$ cat config.mk
export PLATFORM = sky130hd
export DESIGN_NAME = pomk_top
export DESIGN_NICKNAME = d
export VERILOG_FILES = /design/src/pomk_pkg.sv /design/src/pomk_cfg_if.sv /design/src/pomk_out_stage.sv /design/src/pomk_top.sv
export SDC_FILE = /design/constraint.sdc
export NUM_CORES = 1
export LEC_CHECK = 0
export BUFFER_PORTS_ARGS = -buffer_cell sky130_fd_sc_hd__buf_2
export CAP_MARGIN = 25
export CORE_ASPECT_RATIO = 1.2
export CORE_MARGIN = 2
export CORE_UTILIZATION = 53
export CTS_BUF_LIST = sky130_fd_sc_hd__clkbuf_8
export CTS_CLUSTER_DIAMETER = 40
export DETAILED_ROUTE_END_ITERATION = 8
export PLACE_DENSITY_LB_ADDON = 0.05
export SLEW_MARGIN = 5
export SYNTH_ARGS = -nofsm -noshare
export SYNTH_HDL_FRONTEND = slang
export SYNTH_SLANG_ARGS = --single-unit
$ cat constraint.sdc
create_clock -name CLK_SYS -period 2.6 [get_ports CLK_SYS]
set_input_delay 0.13 -clock CLK_SYS [delete_from_list [all_inputs] [get_ports CLK_SYS]]
set_output_delay 0.13 -clock CLK_SYS [all_outputs]
set_load 0.05 [all_outputs]
$ cat src/pomk_pkg.sv
// Purpose: Shared constants for the PWM output init and mask block.
// Assumes: AXI4-Lite register access with 32-bit data, one aligned word per register.
// Notes: Printed offsets are register indices; byte address is four times the index.
package pomk_pkg;
  localparam int          POMK_NUM_CH       = 8;
  localparam int          POMK_AW           = 8;
  localparam logic [7:0]  POMK_IDX_INIT     = 8'h1C;
  localparam logic [7:0]  POMK_IDX_MASK     = 8'h1D;
  localparam logic [7:0]  POMK_IDX_CTRL     = 8'h20;
  localparam logic [7:0]  POMK_IDX_STAT     = 8'h21;
  localparam logic [7:0]  POMK_ADDR_INIT    = 8'(POMK_IDX_INIT * 4);
  localparam logic [7:0]  POMK_ADDR_MASK    = 8'(POMK_IDX_MASK * 4);
  localparam logic [7:0]  POMK_ADDR_CTRL    = 8'(POMK_IDX_CTRL * 4);
  localparam logic [7:0]  POMK_ADDR_STAT    = 8'(POMK_IDX_STAT * 4);
  localparam int          POMK_CTRL_SYNSEL  = 0;
  localparam logic [7:0]  POMK_RST_INIT     = 8'h00;
  localparam logic [7:0]  POMK_RST_MASK     = 8'h00;
  localparam logic [1:0]  POMK_RESP_OKAY    = 2'h0;
  localparam logic [1:0]  POMK_RESP_SLVERR  = 2'h2;
  typedef enum logic [1:0] {POMK_REG_NONE, POMK_REG_INIT, POMK_REG_MASK, POMK_REG_CTRL} pomk_reg_t;
endpackage

$ cat src/pomk_cfg_if.sv
// Purpose: Carries the register values from the bus slave to the output stage.
// Assumes: One system clock.
// Notes: The slave drives the register values, the output stage reads them and drives mask_active back.
interface pomk_cfg_if;
  logic [7:0] init_values;
  logic [7:0] mask_wbuf;
  logic       sync_select;
  logic [7:0] mask_active;
  modport slave (output init_values, output mask_wbuf, output sync_select, input mask_active);
  modport stage (input init_values, input mask_wbuf, input sync_select, output mask_active);
endinterface

$ cat src/pomk_out_stage.sv
// Purpose: Active mask update and per-channel output forcing.
// Assumes: Strobes are one-cycle pulses synchronous to the clock.
// Notes: Outputs are registered, so they lag the channel logic by one cycle.
module pomk_out_stage
  import pomk_pkg::*;
(
  // Clock and reset
  input  wire logic       clk,
  input  wire logic       rst,
  // Configuration
  pomk_cfg_if.stage       cfg,
  // Channel side
  input  wire logic [7:0] pwm_in,
  input  wire logic [7:0] inactive_lvl,
  input  wire logic       init_stb,
  input  wire logic       sync_evt,
  output logic      [7:0] chan_out
);
  logic [7:0] mask_ff;

  assign cfg.mask_active = mask_ff;

  always_ff @(posedge clk) begin
    if (rst) begin
      mask_ff <= POMK_RST_MASK;
    end else if (!cfg.sync_select || sync_evt) begin
      mask_ff <= cfg.mask_wbuf;
    end
  end

  genvar g;
  generate
    for (g = 0; g < POMK_NUM_CH; g++) begin : g_ch
      always_ff @(posedge clk) begin
        if (rst) begin
          chan_out[g] <= 1'b0;
        end else if (init_stb) begin
          chan_out[g] <= cfg.init_values[g];
        end else if (mask_ff[g]) begin
          chan_out[g] <= inactive_lvl[g];
        end else begin
          chan_out[g] <= pwm_in[g];
        end
      end
    end
  endgenerate
endmodule

$ cat src/pomk_top.sv
// Purpose: PWM output init values and double-buffered output mask with AXI4-Lite access.
// Assumes: One 50 MHz clock, synchronous active-high reset, inputs synchronous to it.
// Notes: Unmapped addresses answer SLVERR; writes there have no effect.
// Function
// There are eight init-value bits, bit n belonging to channel n.
// On an output initialization each channel output takes its init-value bit.
// An init-value bit of 1 forces the output high and 0 forces it low.
// Eight mask bits decide per channel whether the output reacts to compare matches.
// A channel with mask bit 1 is held at its inactive level.
// A channel with mask bit 0 follows its PWM or compare logic.
// Software writes to the mask land in a write buffer, not the active mask.
// The active mask is loaded from the write buffer under synchronization control.
// With the select bit 0 the mask copies every clock edge, with 1 only on a sync event.
// A one-cycle init strobe sets all eight outputs in the following cycle.
module pomk_top
  import pomk_pkg::*;
(
  // Clock and reset
  input  wire logic               CLK_SYS,
  input  wire logic               RST,
  // AXI4-Lite write address
  input  wire logic [POMK_AW-1:0] AWADDR,
  input  wire logic               AWVALID,
  output logic                    AWREADY,
  // AXI4-Lite write data
  input  wire logic [31:0]        WDATA,
  input  wire logic [3:0]         WSTRB,
  input  wire logic               WVALID,
  output logic                    WREADY,
  // AXI4-Lite write response
  output logic [1:0]              BRESP,
  output logic                    BVALID,
  input  wire logic               BREADY,
  // AXI4-Lite read address
  input  wire logic [POMK_AW-1:0] ARADDR,
  input  wire logic               ARVALID,
  output logic                    ARREADY,
  // AXI4-Lite read data
  output logic [31:0]             RDATA,
  output logic [1:0]              RRESP,
  output logic                    RVALID,
  input  wire logic               RREADY,
  // Channel side
  input  wire logic [7:0]         PWM_IN,
  input  wire logic [7:0]         INACTIVE_LVL,
  input  wire logic               INIT_STB,
  input  wire logic               SYNC_EVT,
  output logic      [7:0]         CHAN_OUT
);
  // One decoder serves both address channels, so a write and a read of the same offset always
  // land on the same register even when both are under way in one cycle.
  function automatic pomk_reg_t decode(input logic [POMK_AW-1:0] a);
    if (a == POMK_ADDR_INIT) begin
      return POMK_REG_INIT;
    end else if (a == POMK_ADDR_MASK) begin
      return POMK_REG_MASK;
    end else if (a == POMK_ADDR_CTRL) begin
      return POMK_REG_CTRL;
    end else begin
      return POMK_REG_NONE;
    end
  endfunction

  // Every register is one byte wide or less, so the upper bits of a read word are always zero.
  // An unmapped offset reads as zero as well; its refusal is carried by the response code.
  function automatic logic [31:0] read_word(input pomk_reg_t  sel,
                                            input logic [7:0] init,
                                            input logic [7:0] mask,
                                            input logic       ctl);
    logic [31:0] w;
    w = 32'h00000000;
    case (sel)
      POMK_REG_INIT: begin
        w[7:0] = init;
      end
      POMK_REG_MASK: begin
        w[7:0] = mask;
      end
      POMK_REG_CTRL: begin
        w[POMK_CTRL_SYNSEL] = ctl;
      end
      default: begin
        w = 32'h00000000;
      end
    endcase
    return w;
  endfunction

  pomk_cfg_if cfg ();

  logic [7:0]         init_ff;
  logic [7:0]         wbuf_ff;
  logic               sel_ff;
  logic               aw_got_ff;
  logic               w_got_ff;
  logic [POMK_AW-1:0] awaddr_ff;
  logic [31:0]        wdata_ff;
  logic               wstrb0_ff;
  logic               bvalid_ff;
  logic [1:0]         bresp_ff;
  logic               rvalid_ff;
  logic [31:0]        rdata_ff;
  logic [1:0]         rresp_ff;
  logic               wr_go;
  logic               wr_lane;
  logic               wr_init;
  logic               wr_mask;
  logic               wr_ctrl;
  pomk_reg_t          wr_sel;
  pomk_reg_t          rd_sel;

  // Per-register write strobes, valid only in the commit cycle.
  assign wr_lane = wr_go && wstrb0_ff;
  assign wr_init = wr_lane && (wr_sel == POMK_REG_INIT);
  assign wr_mask = wr_lane && (wr_sel == POMK_REG_MASK);
  assign wr_ctrl = wr_lane && (wr_sel == POMK_REG_CTRL);

  // Address and data are taken independently; the write commits once both are held.
  assign AWREADY = !aw_got_ff && !bvalid_ff;
  assign WREADY  = !w_got_ff && !bvalid_ff;
  assign wr_go   = aw_got_ff && w_got_ff && !bvalid_ff;
  assign wr_sel  = decode(awaddr_ff);
  assign BVALID  = bvalid_ff;
  assign BRESP   = bresp_ff;
  assign ARREADY = !rvalid_ff;
  assign RVALID  = rvalid_ff;
  assign RDATA   = rdata_ff;
  assign RRESP   = rresp_ff;
  assign rd_sel  = decode(ARADDR);

  always_ff @(posedge CLK_SYS) begin
    if (RST) begin
      aw_got_ff <= 1'b0;
      awaddr_ff <= '0;
    end else if (AWVALID && AWREADY) begin
      aw_got_ff <= 1'b1;
      awaddr_ff <= AWADDR;
    end else if (wr_go) begin
      aw_got_ff <= 1'b0;
    end
  end

  always_ff @(posedge CLK_SYS) begin
    if (RST) begin
      w_got_ff  <= 1'b0;
      wdata_ff  <= '0;
      wstrb0_ff <= 1'b0;
    end else if (WVALID && WREADY) begin
      w_got_ff  <= 1'b1;
      wdata_ff  <= WDATA;
      wstrb0_ff <= WSTRB[0];
    end else if (wr_go) begin
      w_got_ff <= 1'b0;
    end
  end

  always_ff @(posedge CLK_SYS) begin
    if (RST) begin
      bvalid_ff <= 1'b0;
      bresp_ff  <= POMK_RESP_OKAY;
    end else if (wr_go) begin
      bvalid_ff <= 1'b1;
      bresp_ff  <= (wr_sel == POMK_REG_NONE) ? POMK_RESP_SLVERR : POMK_RESP_OKAY;
    end else if (BREADY) begin
      bvalid_ff <= 1'b0;
    end
  end

  // Registers only hold byte lane 0, so a write without WSTRB[0] changes nothing.
  always_ff @(posedge CLK_SYS) begin
    if (RST) begin
      init_ff <= POMK_RST_INIT;
    end else if (wr_init) begin
      init_ff <= wdata_ff[7:0];
    end
  end

  always_ff @(posedge CLK_SYS) begin
    if (RST) begin
      wbuf_ff <= POMK_RST_MASK;
    end else if (wr_mask) begin
      wbuf_ff <= wdata_ff[7:0];
    end
  end

  always_ff @(posedge CLK_SYS) begin
    if (RST) begin
      sel_ff <= 1'b0;
    end else if (wr_ctrl) begin
      sel_ff <= wdata_ff[POMK_CTRL_SYNSEL];
    end
  end

  // Reading the mask returns the active bits, which shows whether a sync has landed.
  always_ff @(posedge CLK_SYS) begin
    if (RST) begin
      rvalid_ff <= 1'b0;
      rdata_ff  <= '0;
      rresp_ff  <= POMK_RESP_OKAY;
    end else if (ARVALID && ARREADY) begin
      rvalid_ff <= 1'b1;
      rdata_ff  <= read_word(rd_sel, init_ff, cfg.mask_active, sel_ff);
      if (rd_sel == POMK_REG_NONE) begin
        rresp_ff <= POMK_RESP_SLVERR;
      end else begin
        rresp_ff <= POMK_RESP_OKAY;
      end
    end else if (RREADY) begin
      rvalid_ff <= 1'b0;
    end
  end

  // The write buffer is what software wrote; the stage decides when it becomes the active mask.
  assign cfg.init_values = init_ff;
  assign cfg.mask_wbuf   = wbuf_ff;
  assign cfg.sync_select = sel_ff;

  pomk_out_stage u_stage (
    .clk          (CLK_SYS),
    .rst          (RST),
    .cfg          (cfg.stage),
    .pwm_in       (PWM_IN),
    .inactive_lvl (INACTIVE_LVL),
    .init_stb     (INIT_STB),
    .sync_evt     (SYNC_EVT),
    .chan_out     (CHAN_OUT)
  );
endmodule

# After elaboration in Yosys (flattened, before gate mapping)
# Index checks and enable logic that the tools add are counted.
[totals]
reg_bits = 66
latchBits = 0
mem_bits_rw = 0
romBits = 0
input_bits = 77
output_inout_bits = 49
elab_cells = 90
n_memories = 0
[op_classes]
add_sub_neg = 0
mul = 0
div = 0
magnitude_cmp = 0
eq_ne = 12
shifts = 0
muxes = 33
bitwise_logic = 0
n_reduce_logical = 23
[ops]
columns = ["cell", "count"]
rows = [
  ["$eq 8x7->1 const B", 4],
  ["$mux 1", 23],
  ["$eq 8x8->1 const B", 2],
  ["$mux 2", 8],
  ["$pmux 7 s2", 1],
  ["$logic_and 1x1->1", 11],
  ["$eq 2x2->1 const B", 4],
  ["$reduce_bool 2->1", 4],
  ["$logic_not 1->1", 5],
  ["$eq 2x1->1 const B", 2],
  ["$logic_not 2->1", 2],
  ["$pmux 1 s3", 1],
  ["$logic_or 1x1->1", 1],
]

# Longest topological paths before layout
[depth]
ltp_word = 6
mapped_depth = 6
mapped_depth_nobuf = 4

# Modules after synthesis
# A second synthesis with hierarchy kept.
[unflattened]
hier_cells = 317
area_unflattened_um2 = 2901.5
[modules_own_cells]
columns = ["module", "instances", "cells_per_inst", "area_per_inst_um2", "seq_area_each_um2"]
rows = [
  ["pomk_top", 1, 256, 2219.6, 960.9],
  ["pomk_out_stage", 1, 61, 681.9, 320.3],
]

# Worst setup path after synthesis
# OpenSTA, ideal clock, no wires.
[synth_path]
kind = "reg-to-reg"
from = "register bvalid_ff (netlist: BVALID)"
to = "register wdata_ff[6]"
setup_time_ns = 0.070
arrival_ns = 1.926
t_required_ns = 2.530
setup_slack_ns = 0.604
path_stages_with_launch = 6
path_buffers = 1
synth_period_minus_slack_ns = 1.996
cell_sequence = "dfxtp_1 nor2_1 and2_1 clkbuf_1 nand2_1 a21oi_1"
[synth_between]
elab_chain_cells = 3
[synth_lines]
columns = ["element", "line_no", "rtl"]
rows = [
  ["from (decl)", "pomk_top.sv:99", "logic bvalid_ff;"],
  ["from (signal assigned)", "pomk_top.sv:159", "bvalid_ff <= 1'b0;"],
  ["from (signal assigned)", "pomk_top.sv:162", "bvalid_ff <= 1'b1;"],
  ["from (signal assigned)", "pomk_top.sv:165", "bvalid_ff <= 1'b0;"],
  ["$logic_not 1->1", "pomk_top.sv:120", "assign WREADY = !w_got_ff && !bvalid_ff;"],
  ["$logic_and 1x1->1", "pomk_top.sv:120", ""],
  ["net WREADY", "pomk_top.sv:29", "output logic WREADY,"],
  ["$logic_and 1x1->1", "pomk_top.sv:148", "end else if (WVALID && WREADY) begin"],
  ["to (signal assigned)", "pomk_top.sv:146", "wdata_ff <= '0;"],
  ["to (signal assigned)", "pomk_top.sv:150", "wdata_ff <= WDATA;"],
  ["to (decl)", "pomk_top.sv:97", "logic [31:0] wdata_ff;"],
]
# The timed path passes the listed nets, and every way through them passes these cells.
# A chain may end at the register's enable or synchronous reset.

# Worst setup path after layout
[layout_path]
from = "register awaddr_ff[0]"
to = "register init_ff[4] (netlist: cfg.init_values[4])"
[layout_between]
elab_chain_cells = 6
elab_cells_between_ends = 8
classes_between = "4 x eq/ne; 3 x mux; 1 x reduce/logical"
[layout_lines]
columns = ["element", "line_no", "rtl"]
rows = [
  ["from (decl)", "pomk_top.sv:96", "logic [POMK_AW-1:0] awaddr_ff;"],
  ["from (signal assigned)", "pomk_top.sv:134", "awaddr_ff <= '0;"],
  ["from (signal assigned)", "pomk_top.sv:137", "awaddr_ff <= AWADDR;"],
  ["$eq 8x8->1", "pomk_top.sv:57", "end else if (a == POMK_ADDR_CTRL) begin"],
  ["$mux 2", "pomk_top.sv:57", ""],
  ["$mux 2", "pomk_top.sv:55", "end else if (a == POMK_ADDR_MASK) begin"],
  ["$mux 2 (*)", "pomk_top.sv:53", "if (a == POMK_ADDR_INIT) begin"],
  ["$eq 2x1->1 (*)", "pomk_top.sv:114", "assign wr_init = wr_lane && (wr_sel == POMK_REG_INIT);"],
  ["$logic_and 1x1->1 (*)", "pomk_top.sv:114", ""],
  ["to (signal assigned)", "pomk_top.sv:174", "init_ff <= wdata_ff[7:0];"],
  ["to (decl)", "pomk_top.sv:91", "logic [7:0] init_ff;"],
]
# Every way passes the cells marked *; elsewhere a longest branch is shown, timed or not.

==> metrics.yaml <==
status: "completed"
period_share_pct: 80.6
cts_setup_buffers: 0
startpoint: "awaddr_ff[0]"
hold_ws_ps: 28.5
cts_tree: "built"
fmax_mhz: 477
cts_root_buf: "clkbuf_8"
ant_nets: 0
die_area_sq_mm: 0.00599
layout_min_cycle_time_ps: 2100
seq_area_frac_synth_pct: 44.9
post-route-drc-count: 0
hold_class: "in -> reg"
synth_area_sq_mm: 0.00285
fin_setup_tns_ps: 0
post-route-util_pct: 62.8
dpl.cell_count: 439
grt_setup_unrepaired: "no"
syn_area_per_cell_sq_um: 8.77
num-fill-cells: 501
cts-hold-fix-buffers: 0
die_w_um: 71.0
wire_per_inst_um: 12.2
synth.distinct_cells: 32
rows: 29
numCtsBuffers: 9
grt_use_total_pct: 19.0
vias_per_cell: 5.02
synth_cells: 325
ir_drop_v: 0.000429
multi_input_area_sq_mm: 0.00136
critPathBufInv: 0
critPathKind: "reg -> reg"
finalSetupViolCount: 0
grt_max_degree: 60
cp-start-kind: "flop"
path_cells: "or4b_1 > or4_1 > nand3b_1 > o21ai_2"
io_pins: 126
cp-end-kind: "flop"
grt_antenna_before_repair: 0
clock_path_buffers: 2
grt_overflow_total: 0
min_from: "AWADDR[3]"
die_h_um: 84.4
start_util_pct: 54.6
cp.required_ps: 2790
crit_fanout: 16
drt-pass1-iter-count: 4
timing.rr.start: "awaddr_ff[0]"
fin_cells: 454
grt_pass1_vias: 2111
n_antenna_cell: 0
layout-drive-gt1-share_pct: 24.7
htree_levels: 3
vias: 2281
cts.sinks: 64
path_clk_slew_ps: 70
grt_pass1_wl_mm: 8.99
first_iter_violations: 103
synth_seq_cells: 64
clk_latency_ps: 330
power_density_mw_per_mm2: 651
finalHoldViolations: 0
cap_violations: 0
port_buffers: 72
finClkSkew_ps: 9.39
final_nets: 465
slew_headroom_pct: 41.6
worst_slew_pin_slew_ps: 877
slew_violations: 0
syn_to_final_growth_pct: 15.1
hpwlAfterDp_mm: 3.96
cpLargestDelayFamily: "simple AND/OR/NAND/NOR gates"
power_leakage_nw: 1.50
cts-resized-gates: 0
cpPeakStageDelay_ps: 830
critPathSlowestCell: "or4_1"
wirelength_mm: 5.56
core_area_sq_mm: 0.00523
crit_arrival_ps: 2290
regArea_sq_mm: 0.00128
synth_warnings: 0
place.gp.congestion: 0.719
per-layer routing:
layer	up-vias	share of wire, %	global-route usage [%]
li1	1172	-	-
met1	1030	45	22.4
met2	69	47	31.6
met3	10	5.5	4.32
met4	0	1.8	10.5
met5	-	0	0
final cells by class:
cell class,count,area share (%)
Inverter,4,0.457
Clock inverter,5,1.49
Sequential cell,64,39.0
Tap cell,62,2.36
Clock buffer,10,4.19
Multi-Input combinational cell,236,41.3
Timing Repair Buffer,73,11.2
per-stage QoR:
step / setup WS (ps) / instance area, sq um / total power, mW
detailed placement: 499 / 3100 / 1.34
finish: 503 / 3280 / 2.14
CTS: 481 / 3280 / 2.16
floorplan: 604 / 2950 / 1.31
global route: 369 / 3280 / 2.22
global placement: 516 / 3100 / 1.34
flip-flops by register name, summed over array words and instances (netlist names):
register and flops:
cfg.sync_select 1, awaddr_ff 8, wstrb0_ff 1, aw_got_ff 1, w_got_ff 1, u_stage.chan_out 8
u_stage.cfg.mask_active 8, BRESP 1, cfg.init_values 8, wdata_ff 8, RDATA 8, cfg.mask_wbuf 8
BVALID 1, RRESP 1, RVALID 1
synthesized netlist by cell type:
library cell	count	area share, %
nand3_1	1	0.18
o21ai_0	1	0.18
or3_1	2	0.44
a311oi_1	1	0.31
a211oi_1	2	0.53
nand4b_1	2	0.61
and3b_1	1	0.31
nor2b_1	1	0.22
buf_12	1	0.70
conb_1	1	0.13
nand2b_1	20	4.4
inv_1	4	0.53
nor2_1	35	4.6
nand3b_1	8	2.1
nand2_1	40	5.3
o21ai_1	1	0.18
a21oi_1	36	6.3
o21ai_2	8	2.5
o31ai_1	1	0.26
nor3_1	1	0.18
buf_4	26	6.8
o41ai_1	1	0.31
a31oi_1	1	0.22
nand3b_2	2	0.79
mux2i_1	32	11
and2_1	2	0.44
nor4_1	9	2.0
or4_1	1	0.26
buf_6	1	0.39
or4b_1	1	0.35
clkbuf_1	18	2.4
dfxtp_1	64	45
power by group:
group / internal (mW) / switching, mW
Clock: 0.455 / 0.360
Combinational: 0.0755 / 0.219
Sequential: 1.01 / 0.0179
layout by cell type, fill, tap and decap left out, drive strengths merged, types with 3 or more instances in the layout:
cell    Yosys  routed
a21oi      36      36
conb        1      26
nand2b     20      20
o21ai      10      10
nand2      40      40
mux2i      32      32
nor4        9       9
nor2       35      35
clkinv      0       3
nand3b     10      10
dfxtp      64      64
inv         4       5
buf        28      73
clkbuf     18      10
worst register-to-register path, stage by stage (launching register included):
cell and delay (ps):
dfxtp_1 320, or4b_1 500, or4_1 830, nand3b_1 240, o21ai_2 70
cells by family (layout without fill, tap and decap cells):
group | after synthesis | in the layout | share of synthesized area [%]
and+or+nand+nor | 126 | 126 | 22.1
other | 1 | 26 | 0.132
buffers and inverters | 50 | 92 | 10.8
AOI/OAI and AO/OA | 52 | 52 | 10.8
DFF | 64 | 64 | 44.9
muxes | 32 | 32 | 11.2
final timing paths:
path | to | slack (ps) | cells past startpoint
max | cfg.init_values[4] | 500 | 4
min | awaddr_ff[3] | 30 | 3
max reg2reg | cfg.init_values[4] | 500 | 4
min reg2reg | wdata_ff[5] | 460 | 2
Power figures use the tool's default switching activity.
